[config.mk]
export PLATFORM = sky130hd
export DESIGN_NAME = rcs_refclk_ctrl
export DESIGN_NICKNAME = d
export VERILOG_FILES = /design/src/hdl/rcs_pkg.sv /design/src/hdl/rcs_sync.sv /design/src/hdl/rcs_refclk_ctrl.sv
export VERILOG_INCLUDE_DIRS = /design/src /design/src/hdl
export SDC_FILE = /design/constraint.sdc
export NUM_CORES = 1
export LEC_CHECK = 0
export BUFFER_PORTS_ARGS = -buffer_cell sky130_fd_sc_hd__buf_2
export CAP_MARGIN = 40
export CORE_AREA = 2 2 79 81
export CTS_CLUSTER_DIAMETER = 30
export DETAILED_ROUTE_END_ITERATION = 7
export DIE_AREA = 0 0 81 83
export PLACE_DENSITY = 0.73
export SETUP_SLACK_MARGIN = 0.1
export SYNTH_ARGS = -nofsm -noshare
export SYNTH_HDL_FRONTEND = slang
export SYNTH_SLANG_ARGS = --single-unit
[constraint.sdc]
create_clock -name core_clk_i -period 3.6 [get_ports core_clk_i]
set_input_delay 0.54 -clock core_clk_i [delete_from_list [all_inputs] [get_ports core_clk_i]]
set_output_delay 0.54 -clock core_clk_i [all_outputs]
set_load 0.02 [all_outputs]
[src/hdl/rcs_defines.svh]
// Constants for the serializer reference-clock and self-test select block.
// Assumes inclusion by bare name from the design files; definitions only.
`ifndef RCS_DEFINES_SVH
`define RCS_DEFINES_SVH

// ==========================================================================
// Register offsets and reset values
// ==========================================================================
`define RCS_REG_CLK_SRC 8'h03
`define RCS_REG_OSC_SEL 8'h14
`define RCS_CLK_SRC_RST 8'h00
`define RCS_OSC_SEL_RST 8'h00
`define RCS_RDATA_ZERO 8'h00

// ==========================================================================
// Field positions
// ==========================================================================
`define RCS_BIT_PCLK_DIS 1
`define RCS_OSC_MSB 2
`define RCS_OSC_LSB 1
`define RCS_GPO_TWO 2
`define RCS_GPO_THREE 3

// ==========================================================================
// Field codes and strap level
// ==========================================================================
`define RCS_OSC_CODE_HI 2'h1
`define RCS_OSC_CODE_LOW 2'h3
`define RCS_STRAP_OSC_LVL 1'b0

// ==========================================================================
// Frame clock rates, in units of 0.5 MHz
// ==========================================================================
`define RCS_F_100M 8'hc8
`define RCS_F_75M 8'h96
`define RCS_F_50M 8'h64
`define RCS_F_37M5 8'h4b
`define RCS_F_25M 8'h32
`define RCS_F_NONE 8'h00

// ==========================================================================
// Timing
// ==========================================================================
`define RCS_CLK_NS 40
`define RCS_PCLK_LOSS_NS 400
`define RCS_PCLK_LOSS_CYC (`RCS_PCLK_LOSS_NS / `RCS_CLK_NS)
`define RCS_LOSS_W 4
`define RCS_STRAP_WAIT 2'h3

`endif

[src/hdl/rcs_pkg.sv]
// Types shared by the reference-clock select block and its bench.
// Assumes nothing of its surroundings.
package rcs_pkg;

    // ======================================================================
    // Types
    // ======================================================================
    // Link clock source state, one-hot.
    typedef enum logic [1:0] {
        RCS_SRC_INT = 2'b01,
        RCS_SRC_PCLK = 2'b10
    } rcs_src_e;

    // Payload mode, one-hot.
    typedef enum logic [2:0] {
        RCS_PAY_10 = 3'b001,
        RCS_PAY_12H = 3'b010,
        RCS_PAY_12L = 3'b100
    } rcs_payload_e;

    // Register byte.
    typedef logic [7:0] rcs_byte_t;

endpackage

[src/hdl/rcs_sync.sv]
// Two-flop synchroniser for pin inputs, frozen by the clock enable.
// Assumes one core clock and an asynchronous active-high reset.
`timescale 1ns/10ps

// ==========================================================================
// Synchroniser
// ==========================================================================
module rcs_sync #(
    parameter int W = 1
) (
    input wire logic core_clk_i, // Core clock.
    input wire logic rst_i, // Asynchronous reset.
    input wire logic ce_i, // Clock enable.
    input wire logic [W-1:0] async_i, // Pin levels.
    output logic [W-1:0] sync_o // Synchronised levels.
);
    logic [W-1:0] meta; // First stage, read only by the second.

    // Two stages; the first is never read by other logic.
    always_ff @(posedge core_clk_i or posedge rst_i) begin
        if (rst_i) begin
            meta <= '0;
            sync_o <= '0;
        end else if (ce_i) begin
            meta <= async_i;
            sync_o <= meta;
        end
    end
endmodule

[src/hdl/rcs_refclk_ctrl.sv]
// Reference-clock source selection and self-test oscillator loading.
// Assumes register accesses from the local control port, back-channel
// signals on the core clock, and raw pins that still need synchronising.
`timescale 1ns/10ps
`include "rcs_defines.svh"

// ==========================================================================
// Reference-clock select top
// ==========================================================================
// What this block does
// - Oscillator mode halves external oscillator for imager
// - Line three takes oscillator, line two drives out
// - Pixel clock edge with bit clear switches source
// - Lost pixel clock falls back to internal oscillator
// - Oscillator mode blocks remote lines two, three
// - Pixel clock mode keeps all four lines
// - Strap decode: 100k pixel, 4.7k oscillator
// - No pixel clock: link runs from internal oscillator
// - Oscillator select field sets internal frame clock
// - Self test loads select field from far end
module rcs_refclk_ctrl (
    input wire logic core_clk_i, // Core clock, 25 MHz.
    input wire logic rst_i, // Asynchronous reset, active high.
    input wire logic ce_i, // Clock enable; low freezes all state.
    input wire logic mode_strap_i, // Mode strap comparator level (pin).
    input wire logic pclk_i, // Imager pixel clock (pin).
    input wire logic gen_out_three_i, // External oscillator input (pin).
    input wire rcs_pkg::rcs_payload_e payload_mode_i, // Payload mode.
    input wire logic [3:0] remote_gpo_i, // Remote general lines, back channel.
    input wire logic bist_active_i, // Self test running, back channel.
    input wire logic bist_osc_load_i, // Load strobe for the select field.
    input wire logic [1:0] bist_osc_sel_i, // Select code from the far end.
    input wire logic [7:0] reg_addr_i, // Register offset.
    input wire logic reg_wr_i, // Register write strobe.
    input wire logic reg_rd_i, // Register read strobe.
    input wire logic [7:0] reg_wdata_i, // Register write data.
    output rcs_pkg::rcs_byte_t reg_rdata_o, // Register read data.
    output logic [3:0] gen_out_o, // General output levels.
    output logic [3:0] gen_out_oe_o, // General output enables.
    output logic osc_mode_o, // External oscillator mode selected.
    output logic strap_valid_o, // Strap has been captured.
    output logic use_pclk_o, // Link runs from the pixel clock.
    output logic link_int_osc_o, // Link runs from the internal oscillator.
    output logic [7:0] frame_freq_o // Internal frame clock, 0.5 MHz units.
);
    import rcs_pkg::*;

    // ======================================================================
    // Pin synchronisation
    // ======================================================================
    logic strap_s; // Synchronised strap level.
    logic pclk_s; // Synchronised pixel clock.
    logic osc_s; // Synchronised external oscillator.

    rcs_sync #(.W(3)) u_sync (
        .core_clk_i(core_clk_i),
        .rst_i(rst_i),
        .ce_i(ce_i),
        .async_i({mode_strap_i, pclk_i, gen_out_three_i}),
        .sync_o({strap_s, pclk_s, osc_s})
    );

    // ======================================================================
    // Mode strap capture
    // ======================================================================
    logic [1:0] strap_wait; // Settling count after reset release.

    // Waits for the synchroniser to fill, then captures the strap once.
    always_ff @(posedge core_clk_i or posedge rst_i) begin
        if (rst_i) begin
            strap_wait <= 2'h0;
            strap_valid_o <= 1'b0;
            osc_mode_o <= 1'b0;
        end else if (ce_i && !strap_valid_o) begin
            if (strap_wait == `RCS_STRAP_WAIT) begin
                strap_valid_o <= 1'b1;
                osc_mode_o <= (strap_s == `RCS_STRAP_OSC_LVL);
            end else begin
                strap_wait <= strap_wait + 2'h1;
            end
        end
    end

    // ======================================================================
    // Registers
    // ======================================================================
    rcs_byte_t clk_src_ctl; // Clock source control register.
    rcs_byte_t osc_sel; // Internal oscillator select register.

    // Clock source control: plain read/write storage.
    always_ff @(posedge core_clk_i or posedge rst_i) begin
        if (rst_i) begin
            clk_src_ctl <= `RCS_CLK_SRC_RST;
        end else if (ce_i && reg_wr_i && reg_addr_i == `RCS_REG_CLK_SRC) begin
            clk_src_ctl <= reg_wdata_i;
        end
    end

    // Oscillator select: the far end's load wins, and during self test
    // software cannot change the frequency field.
    always_ff @(posedge core_clk_i or posedge rst_i) begin
        if (rst_i) begin
            osc_sel <= `RCS_OSC_SEL_RST;
        end else if (ce_i) begin
            if (reg_wr_i && reg_addr_i == `RCS_REG_OSC_SEL) begin
                osc_sel <= reg_wdata_i;
                if (bist_active_i) begin
                    osc_sel[`RCS_OSC_MSB:`RCS_OSC_LSB] <= osc_sel[`RCS_OSC_MSB:`RCS_OSC_LSB];
                end
            end
            if (bist_active_i && bist_osc_load_i) begin
                osc_sel[`RCS_OSC_MSB:`RCS_OSC_LSB] <= bist_osc_sel_i;
            end
        end
    end

    // Registered read; unmapped offsets read zero.
    always_ff @(posedge core_clk_i or posedge rst_i) begin
        if (rst_i) begin
            reg_rdata_o <= `RCS_RDATA_ZERO;
        end else if (ce_i && reg_rd_i) begin
            case (reg_addr_i)
                `RCS_REG_CLK_SRC: begin
                    reg_rdata_o <= clk_src_ctl;
                end
                `RCS_REG_OSC_SEL: begin
                    reg_rdata_o <= osc_sel;
                end
                default: begin
                    reg_rdata_o <= `RCS_RDATA_ZERO;
                end
            endcase
        end
    end

    // ======================================================================
    // Internal frame clock rate
    // ======================================================================
    logic [1:0] osc_code; // Current select field.

    assign osc_code = osc_sel[`RCS_OSC_MSB:`RCS_OSC_LSB];

    // Looks up the frame clock for the select code and payload mode.
    always_ff @(posedge core_clk_i or posedge rst_i) begin
        if (rst_i) begin
            frame_freq_o <= `RCS_F_NONE;
        end else if (ce_i) begin
            if (osc_code == `RCS_OSC_CODE_LOW) begin
                // Lowest code exists in 10-bit mode only.
                frame_freq_o <= (payload_mode_i == RCS_PAY_10) ? `RCS_F_25M : `RCS_F_NONE;
            end else if (osc_code == `RCS_OSC_CODE_HI) begin
                case (payload_mode_i)
                    RCS_PAY_10: begin
                        frame_freq_o <= `RCS_F_100M;
                    end
                    RCS_PAY_12H: begin
                        frame_freq_o <= `RCS_F_75M;
                    end
                    default: begin
                        frame_freq_o <= `RCS_F_50M;
                    end
                endcase
            end else begin
                case (payload_mode_i)
                    RCS_PAY_10: begin
                        frame_freq_o <= `RCS_F_50M;
                    end
                    RCS_PAY_12H: begin
                        frame_freq_o <= `RCS_F_37M5;
                    end
                    default: begin
                        frame_freq_o <= `RCS_F_25M;
                    end
                endcase
            end
        end
    end

    // ======================================================================
    // Pixel clock detection and source selection
    // ======================================================================
    logic pclk_q; // Previous pixel clock sample.
    logic pclk_edge; // Pixel clock changed level.
    logic [`RCS_LOSS_W-1:0] loss_cnt; // Cycles since the last edge.
    logic pclk_lost; // No edge for the loss window.
    rcs_src_e src_state; // Link clock source.
    rcs_src_e next_src_state; // Next link clock source.

    assign pclk_edge = pclk_s ^ pclk_q;
    assign pclk_lost = (loss_cnt == `RCS_LOSS_W'(`RCS_PCLK_LOSS_CYC));

    // Tracks pixel clock activity with a saturating silence counter.
    always_ff @(posedge core_clk_i or posedge rst_i) begin
        if (rst_i) begin
            pclk_q <= 1'b0;
            loss_cnt <= '0;
        end else if (ce_i) begin
            pclk_q <= pclk_s;
            if (pclk_edge) begin
                loss_cnt <= '0;
            end else if (!pclk_lost) begin
                loss_cnt <= loss_cnt + `RCS_LOSS_W'(1);
            end
        end
    end

    // Chooses the next link clock source.
    always_comb begin
        next_src_state = src_state;
        case (src_state)
            RCS_SRC_INT: begin
                if (pclk_edge && !clk_src_ctl[`RCS_BIT_PCLK_DIS]) begin
                    next_src_state = RCS_SRC_PCLK;
                end
            end
            RCS_SRC_PCLK: begin
                if (pclk_lost) begin
                    next_src_state = RCS_SRC_INT;
                end
            end
            default: begin
                next_src_state = RCS_SRC_INT;
            end
        endcase
    end

    // Holds the source; the link starts on the internal oscillator.
    always_ff @(posedge core_clk_i or posedge rst_i) begin
        if (rst_i) begin
            src_state <= RCS_SRC_INT;
        end else if (ce_i) begin
            src_state <= next_src_state;
        end
    end

    assign use_pclk_o = (src_state == RCS_SRC_PCLK);
    assign link_int_osc_o = !use_pclk_o;

    // ======================================================================
    // Reference divider and general output routing
    // ======================================================================
    logic osc_q; // Previous oscillator sample.
    logic osc_rise; // Oscillator rising edge.
    logic div_q; // Halved oscillator.

    assign osc_rise = osc_s && !osc_q;

    // In oscillator mode, toggles on each oscillator rising edge, halving its rate.
    always_ff @(posedge core_clk_i or posedge rst_i) begin
        if (rst_i) begin
            osc_q <= 1'b0;
            div_q <= 1'b0;
        end else if (ce_i) begin
            osc_q <= osc_s;
            if (osc_mode_o && osc_rise) begin
                div_q <= !div_q;
            end
        end
    end

    // Drives the general lines; oscillator mode takes lines two and three.
    always_ff @(posedge core_clk_i or posedge rst_i) begin
        if (rst_i) begin
            gen_out_o <= 4'h0;
            gen_out_oe_o <= 4'h0;
        end else if (ce_i && strap_valid_o) begin
            gen_out_o <= remote_gpo_i;
            gen_out_oe_o <= 4'hf;
            if (osc_mode_o) begin
                gen_out_o[`RCS_GPO_TWO] <= div_q;
                gen_out_o[`RCS_GPO_THREE] <= 1'b0;
                gen_out_oe_o[`RCS_GPO_THREE] <= 1'b0;
            end
        end
    end

    // ======================================================================
    // Checks
    // ======================================================================
    AST_DIV_TOGGLE: assert property (@(posedge core_clk_i) disable iff (rst_i)
        (ce_i && osc_mode_o && osc_rise) |=> (div_q != $past(div_q)))
        else $error("Divider did not toggle on oscillator edge.");

    AST_GEN_OUT_THREE_INPUT: assert property (@(posedge core_clk_i) disable iff (rst_i)
        (strap_valid_o && osc_mode_o && ce_i) |=> (!gen_out_oe_o[3] && gen_out_oe_o[2]
        && gen_out_o[2] == $past(div_q)))
        else $error("Oscillator mode line roles wrong.");

    AST_PCLK_SWITCH: assert property (@(posedge core_clk_i) disable iff (rst_i)
        (ce_i && !use_pclk_o && pclk_edge && !clk_src_ctl[1]) |=> use_pclk_o)
        else $error("No switch to pixel clock after edge.");

    AST_PCLK_BLOCKED: assert property (@(posedge core_clk_i) disable iff (rst_i)
        (!use_pclk_o && clk_src_ctl[1]) |=> !use_pclk_o)
        else $error("Switched to pixel clock while disabled.");

    AST_FALLBACK: assert property (@(posedge core_clk_i) disable iff (rst_i)
        (use_pclk_o && ce_i && !pclk_edge && loss_cnt == 4'h9) ##1 (ce_i && !pclk_edge)
        |=> !use_pclk_o)
        else $error("No fallback after pixel clock loss.");

    AST_NO_REMOTE: assert property (@(posedge core_clk_i) disable iff (rst_i)
        (ce_i && strap_valid_o && osc_mode_o && $stable(div_q)) |=> $stable(gen_out_o[3:2]))
        else $error("Remote lines reached lines two or three.");

    AST_GPO_PASS: assert property (@(posedge core_clk_i) disable iff (rst_i)
        (ce_i && strap_valid_o && !osc_mode_o) |=>
        (gen_out_o == $past(remote_gpo_i) && gen_out_oe_o == 4'hf))
        else $error("General lines not passed in pixel clock mode.");

    AST_STRAP_DECODE: assert property (@(posedge core_clk_i) disable iff (rst_i)
        (ce_i && !strap_valid_o && strap_wait == 2'h3) |=> (strap_valid_o
        && osc_mode_o == ($past(strap_s) == 1'b0)))
        else $error("Strap decoded wrongly.");

    AST_LINK_INT: assert property (@(posedge core_clk_i) disable iff (rst_i)
        (!use_pclk_o && !pclk_edge) |=> (link_int_osc_o && !use_pclk_o))
        else $error("Internal oscillator not used without pixel clock.");

    AST_FREQ_HI: assert property (@(posedge core_clk_i) disable iff (rst_i)
        (ce_i && osc_code == 2'h1 && payload_mode_i == RCS_PAY_10) |=> frame_freq_o == 8'hc8)
        else $error("Frame clock for code one wrong.");

    AST_BIST_LOAD: assert property (@(posedge core_clk_i) disable iff (rst_i)
        (ce_i && bist_active_i && bist_osc_load_i) |=> osc_code == $past(bist_osc_sel_i))
        else $error("Select field not loaded from far end.");

    AST_STRAP_HELD: assert property (@(posedge core_clk_i) disable iff (rst_i)
        strap_valid_o |=> (strap_valid_o && $stable(osc_mode_o)))
        else $error("Strap mode changed after capture.");
endmodule

Yosys cells after proc, flatten, opt, wreduce, memory -nomap -nowiden
Index checks and enable logic that the tools add are counted.

storage, ports and cells
  register bits after elaboration = 59
  output and inout port bits = 28
  logic and storage cells = 75
  input bits = 35

operators by class
  add/sub/neg operators = 2
  bitwise operators = 3
  reduce and logical (&&, ||, !) cells = 23
  equal/unequal tests = 14
  muxes and demuxes = 16

operators with widths
  cell                 count
  $pmux 8 s2           2
  $mux 8               2
  $pmux 7 s2           1
  $logic_and 1x1->1    10
  $mux 2               5
  $reduce_and 2->1     5
  $eq 8x2->1 const B   1
  $eq 8x5->1 const B   1
  $mux 4               2
  $eq 2x2->1 const B   3
  $mux 6               1
  $reduce_and 3->1     2
  $logic_not 1->1      5
  $add 4x1->4 const B  1
  $eq 2x1->1 const B   2
  $eq 4x4->1 const B   1
  $ne 2x1->1 const B   2
  $ne 2x2->1 const B   2
  $pmux 2 s2           1
  $eq 3x1->1 const B   1
  $eq 3x2->1 const B   1
  $mux 3               1
  $add 2x1->2 const B  1
  $not 1->1            2
  3 further kinds      3

Logic depth before layout (Yosys ltp)
Gate-level depths: netlist (run 1).

  depth in word-level cells = 4
  mapped depth = 6
  gate-level depth less buffers = 6

Cells and area by module
Synthesis (run 1) repeated with hierarchy kept, for this count alone.

unflattened totals
  cells, all modules = 219
  area, all modules = 2617.5 µm²

by module, submodules not included
  module           sequential area each (µm²)  cells an instance  area each (µm²)  times used
  rcs_refclk_ctrl  1277.5                      205                2362.3           1
  rcs_sync         150.1                       14                 255.2            1

Least setup slack after synthesis (run 1)
No wires, ideal clock.

  path kind = input -> register
  start point = in reg_addr_i[0]
  end point = reg osc_sel[1]
  stages on the path = 4
  buffers on the path = 0
  data arrival time = 1.507 ns
  library setup time = 0.125 ns
  required time = 3.475 ns
  path slack = 1.969 ns
  path through = and4bb_2 > and3b_1 > a32oi_1 > mux2_2

on the way
  cells in the longest elaborated chain, start to end = 4

ends and longest elaborated chain
  what                                RTL line                RTL
  start, declared                     rcs_refclk_ctrl.sv:33   input wire logic [7:0] reg_addr_i,
  $eq 8x5->1                          --
  $logic_and 1x1->1 (no source line)  --
  $reduce_bool 2->1 (no source line)  --
  $reduce_and 3->1 (no source line)   --
  end signal, assigned                rcs_refclk_ctrl.sv:103  osc_sel <= `RCS_OSC_SEL_RST;
  end signal, assigned                rcs_refclk_ctrl.sv:106  osc_sel <= reg_wdata_i;
  end signal, assigned by index       rcs_refclk_ctrl.sv:108  osc_sel[`RCS_OSC_MSB:`RCS_OSC_LSB] <= osc_sel[`RCS_OSC_MSB:`RCS_OSC_LSB];
  end, declared                       rcs_refclk_ctrl.sv:88   rcs_byte_t osc_sel;

No other way between the ends.
A chain may end at the register's enable or synchronous reset.

Worst setup path after layout (run 1)
  start point = reg src_state[0]
  end point = out use_pclk_o

on the way
  cells in the longest elaborated chain, start to end = 1

ends and longest elaborated chain
  what                    RTL line                RTL
  start, declared         rcs_refclk_ctrl.sv:186  rcs_src_e src_state;
  start signal, assigned  rcs_refclk_ctrl.sv:232  src_state <= next_src_state;
  $eq 2x2->1              rcs_refclk_ctrl.sv:236  assign use_pclk_o = (src_state == RCS_SRC_PCLK);
  end, declared           rcs_refclk_ctrl.sv:42   output logic use_pclk_o,

No other way between the ends.

==> key figures, run 1 <==
Routing
  – Iteration-0 DRC Markers: 72
  – Avg WL per Cell: 14.3 um
  – Total Wirelength: 5190 um
  – Detail-routed via count per cell: 5.16
  – Post-route DRC: 0
  – TritonRoute pass-1 iters: 4
  – Final ANT Viol Nets: 0
  – Via count: 1,872

Synthesis
  – Mux share of post-synthesis cell area: 0.130
  – Post-Syn Instances: 219
  – Post-synthesis compound-gate area fraction: 0.105
  – Post-synth EDFFs: 0
  – Commonest cells in the netlist: dfrtp_1, mux2_2, nand2_1, nor2_1
  – Most frequent cell after synthesis: dfrtp_1
  – Post-Synth XOR/XNOR Area: 0.0204
  – Post-Synth Adder-Cell Area: 0.0145
  – Synth top area share: 0.543
  – Syn_area_per_cell: 11.8 sq um
  – Largest family of logic cells by synthesized area: simple AND/OR/NAND/NOR gates
  – Post-synth top flop: dfrtp_1
  – Post-synth cell types: 43
  – Post-synth ARST share: 1.00
  – Mapped Nets: 257
  – Synth area leaders: dfrtp_1, mux2_2, nand2_1
  – Dominant cell type by area after synthesis: dfrtp_1
  – Post-Syn Area: 0.00258 sq mm
  – Sequential area share after synthesis: 0.553
  – Post-Synth Simple-Gate Area: 0.151
  – Number of synthesized register bits: 57
  – YS warnings: 0

CTS
  – Post_cts resized: 0
  – Root Buffer: clkbuf_8
  – Worst-Skew Late Latency: 320 ps
  – H-tree lvl count: 3
  – CTS tree: built
  – Clk slew on worst S/H paths: 60 ps
  – Num CTS Buffers: 9
  – CTS max path bufs: 2
  – Hold_buf cts: 0
  – Post-CTS Setup Repair Bufs: 0
  – Clk sink count: 57

Timing
  – Setup tns final: 0 ps
  – Final Slew Violations: 0
  – Final Setup Violations: 0
  – Post-layout min period: 1750 ps
  – Clock Skew: 3.18 ps
  – Worst Tran Pin Value: 737 ps
  – Fmax achieved: 571 MHz
  – Final Hold Viols: 0
  – Worst slew margin: 0.509
  – Worst setup margin: 1850 ps
  – Fin crit share: 0.487
  – RSZ-0062 raised after global routing: no

Pwr
  – Worst vdd ir: 0.210 mV
  – Power per cell area: 514 mW/mm^2
  – Leakage: 0.00147 uW
  – Total power: 1610 uW

Setup path
  – Slowest CP cell: dfstp_2
  – Reg2reg path depth: 3
  – Critical path peak fanout: 5
  – R2r endpoint: strap_wait[1]
  – Critical path launch point type: register
  – Crit. End Element: output port
  – Buf/Inv on CP: 2
  – WP data required: 3060 ps
  – CP Data Arrival Time: 1210 ps
  – CP startpoint: src_state[0]
  – Slowest stage delay, CP: 560 ps
  – Flop2flop setup slack: 2140 ps
  – Critical Path, Cell by Cell: nand2b_1 -> inv_1 -> buf_2
  – Worst path top cell family by delay: flip-flops
  – R2R Path Start: strap_wait[0]
  – Setup Crit Path Kind: reg -> out

Layout
  – Area delta synth->final: 21.3%
  – Final #Nets: 323
  – Final Core Density: 0.538
  – Post-Layout Inst Area: 0.00313 sq mm
  – Layout cells sized above 1: 0.396
  – N_diodes: 0

GRT
  – Overflow after GRT: 0
  – Gr usage total: 0.172
  – First-pass GRT wire length: 8770 um
  – Pin count of the biggest net entering global routing: 40
  – Initial antenna violation count: 0
  – Number of global-route vias before repair: 1,862

Die
  – Std cell rows: 28
  – Top-Level Pins: 63
  – Die height: 83 um
  – Full die area: 0.00672 sq mm
  – Core ar.: 0.00582 sq mm
  – Die W: 81 um
  – Initial core utilization: 0.444

Place
  – Routability-driven placement congestion ratio: 0.811
  – Pre-CTS WS: 1570 ps
  – Post-DP Area: 0.00297 sq mm
  – DP Wirelength: 3880 um
  – Port Buffer Count: 62

Run status
  – Outcome: finished clean

Job
  – Total of max-cap violations: 0

Worst hold path
  – Hold crit path type: in -> async
worst max-delay path by stage:
stage | endpoint | slack (ps) | cells after the start
2_1_floorplan | clk_src_ctl[0] | 1660 | 1
6_report | use_pclk_o | 1850 | 3
5_1_grt | reg_rdata_o[2] | 1720 | 4
3_3_place_gp | strap_wait[1] | 1630 | 3
4_1_cts | use_pclk_o | 1830 | 3
3_5_place_dp | strap_wait[1] | 1570 | 3
power by group:
group	internal, uW	switching, uW	total [uW]
Clock	280	217	498
Combinational	139	166	304
Sequential	734	73.6	808
Total	1150	457	1610
registers in the layout (all words and copies together), names as in the netlist:
signal and flops:
gen_out_o 4, osc_sel 8, strap_wait 2, clk_src_ctl 8
u_sync.sync_o 3, osc_mode_o 1, u_sync.meta 3, osc_q 1
pclk_q 1, loss_cnt 4, frame_freq_o 8, strap_valid_o 1
src_state 2, reg_rdata_o 8, gen_out_oe_o 2, div_q 1
layer usage:
layer,part of all wire,global-route usage
met1,0.44,0.216
met2,0.50,0.273
met3,0.044,0.0511
met4,0.016,0.0693
met5,0,0
cell type report:
cell class                      instances  area, sq um
Clock buffer                           14          163
Fill cell                             544         2690
Inverter                                6         22.5
Multi-Input combinational cell        147         1090
Sequential cell                        57         1430
Tap cell                               75         93.8
Timing Repair Buffer                   64          338
cell usage in the layout (no fill, tap or decap), types with 2 or more instances in the layout:
master	count
nand2_1	20
and3b_1	2
mux2i_1	2
o21ai_1	8
nand3_4	2
o21ai_0	10
ha_1	3
or3b_2	2
clkbuf_8	11
a21oi_1	10
nor2_1	12
a22oi_1	8
nand2b_1	5
a31oi_1	2
xor2_1	4
buf_2	62
nor3b_1	3
xnor2_1	2
mux2_2	28
inv_1	5
nand3b_1	2
nor3_1	2
nand3_1	4
clkbuf_1	3
dfrtp_1	56
metrics by stage:
stage,cells,hold WS [ps]
after floorplan,219,426
after global placement,348,438
after detailed placement,349,446
after CTS,363,122
after global routing,363,133
final,363,134
logic make-up after synthesis:
group	Yosys count
buffers and inverters	15
muxes	30
and+or+nand+nor	63
DFF	57
xor gates and xnor gates	6
AOI/OAI and AO/OA	45
adders and majority gates	3
No activity file was read; power rests on OpenSTA's default activity.
==> run 2, diff against run 1 <==
==> constraint.sdc (replaced) <==
create_clock -name core_clk_i -period 1.75 [get_ports core_clk_i]
set_input_delay 0.2625 -clock core_clk_i [delete_from_list [all_inputs] [get_ports core_clk_i]]
set_output_delay 0.2625 -clock core_clk_i [all_outputs]
set_load 0.02 [all_outputs]
==> run 2 against run 1 <==
Effect of this change: clock power grew to 2.7 times the previous value; cell area is 2.6% higher; sequential share of layout area is 1.2 points lower; die area stayed put; clock-buffer cell count is 4 lower; power is 130% higher; combinational power is 100% higher; worst hold slack better by 27 ps; core utilization is 1.4 points higher; global-route usage is 0.40 points lower; flip-flop and latch count stayed put.
==> key figures, run 2 (synthesis results as in run 1) <==
Run status
  – Outcome: finished clean

Timing
  – Fin crit share: 0.865
  – Worst Tran Pin Value: 572 ps
  – Final Hold Viols: 0
  – Setup tns final: 0 ps
  – RSZ-0062 raised after global routing: no
  – Final Setup Violations: 0
  – Final Slew Violations: 0
  – Fmax achieved: 661 MHz
  – Post-layout min period: 1510 ps
  – Clock Skew: 9.35 ps
  – Worst slew margin: 0.618
  – Worst setup margin: 236 ps

GRT
  – Gr usage total: 0.168
  – Pin count of the biggest net entering global routing: 35
  – First-pass GRT wire length: 8620 um
  – Number of global-route vias before repair: 1,845
  – Initial antenna violation count: 0
  – Overflow after GRT: 0

Layout
  – Fin cells: 365
  – N_diodes: 0
  – Area delta synth->final: 24.4%
  – Most common cell after layout, fill and taps aside: buf_2
  – Final #Nets: 324
  – Highest-count cells in the layout ignoring fill and taps: buf_2, dfrtp_1, mux2_2
  – Layout cells sized above 1: 0.407

Setup path
  – R2r endpoint: strap_wait[1]
  – Critical path peak fanout: 5
  – Crit. End Element: output port
  – Buf/Inv on CP: 2
  – Reg2reg path depth: 3
  – R2R Path Start: strap_wait[0]
  – Setup Crit Path Kind: reg -> out
  – Critical path launch point type: register
  – Worst path top cell family by delay: flip-flops
  – Slowest stage delay, CP: 570 ps
  – Critical Path, Cell by Cell: nand2b_1 -> inv_1 -> buf_2
  – WP data required: 1490 ps
  – CP Data Arrival Time: 1250 ps
  – Slowest CP cell: dfstp_2
  – Flop2flop setup slack: 360 ps

Place
  – Placed Cells incl. Taps: 349
  – DP Wirelength: 3690 um
  – Port Buffer Count: 62
  – Routability-driven placement congestion ratio: 0.821
  – Pre-CTS WS: 114 ps

CTS
  – Worst-Skew Late Latency: 330 ps
  – Root Buffer: clkbuf_8
  – Clk slew on worst S/H paths: 70 ps
  – Hold_buf cts: 1
  – H-tree lvl count: 3
  – Post-CTS Setup Repair Bufs: 0
  – Num CTS Buffers: 9
  – CTS tree: built
  – CTS max path bufs: 2
  – Post_cts resized: 0
  – Clk sink count: 57

Worst hold path
  – Hold crit path type: in -> reg
  – Min-delay src: mode_strap_i
  – Hold EP: u_sync.meta[2]
  – Hold depth: 2

Routing
  – Detail-routed via count per cell: 5.11
  – Iteration-0 DRC Markers: 157
  – Via count: 1,865
  – TritonRoute pass-1 iters: 4
  – Total Wirelength: 5050 um
  – Final ANT Viol Nets: 0
  – Avg WL per Cell: 13.8 um
  – Post-route DRC: 0

Die
  – Core ar.: 0.00582 sq mm
  – Full die area: 0.00672 sq mm
  – Die height: 83 um
  – Initial core utilization: 0.444
  – Top-Level Pins: 63
  – Die W: 81 um
  – Std cell rows: 28

Pwr
  – Leakage: 0.00150 uW
  – Power per cell area: 1130 mW/mm^2
  – Total power: 3630 uW
  – Worst vdd ir: 0.463 mV

Job
  – Total of max-cap violations: 0
==> run 2: cell count changes in the layout (fill, tap and decap cells not counted), sizes merged <==
cell and change:
inv -1, clkbuf -4, clkinvlp +3, dlygate4sd3 +1, bufinv +2, clkinv +1
==> run 2: worst reg2reg max path: stages, from the launching register on <==
cell and delay, ps:
dfrtp_1 390, ha_1 210, nor3b_1 310, mux2_2 370
==> run 2: power breakdown <==
group | leakage [uW] | internal, uW | switching, uW | total [uW]
Combinational | 0.000672 | 288 | 333 | 621
Sequential | 0.000723 | 1510 | 147 | 1660
Clock | 0.000104 | 829 | 523 | 1350
Total | 0.00150 | 2630 | 1000 | 3630
==> run 2: how the worst max path moves through the flow <==
stage                       start             end  slack (ps)  cells past startpoint
floorplan           reg_addr_i[0]      osc_sel[1]         400                      4
global placement    reg_addr_i[3]  reg_rdata_o[5]         160                      5
detailed placement  reg_addr_i[3]  reg_rdata_o[3]         110                      5
CTS                  src_state[0]      use_pclk_o         230                      3
global route         src_state[0]      use_pclk_o         190                      3
finish               src_state[0]      use_pclk_o         240                      3
==> run 2: per-stage QoR <==
step                      area [sq um]   util  hold WS (ps)
final                             3210  0.552           162
after global routing              3210  0.552           162
after CTS                         3210  0.552           151
after detailed placement          2980  0.513           334
after global placement            2980  0.513           335
after floorplan                   2580      -           349
==> run 2: metal layers <==
layer  wire, um  vias up  track usage
li1           -      913            -
met1       2260      899        0.219
met2       2470       44        0.254
met3        215        9       0.0467
met4        110        0       0.0817
met5          0        -            0
==> run 2: area by class of cell <==
| cell class | instances | area (sq um) |
|---|---|---|
| flip-flops and latches | 57 | 1430 |
| well taps | 75 | 93.8 |
| fillers | 519 | 2600 |
| multi-input cells | 147 | 1090 |
| clock inverters | 5 | 80.1 |
| inverters | 6 | 26.3 |
| repair buffers | 65 | 360 |
| clock buffers | 10 | 138 |
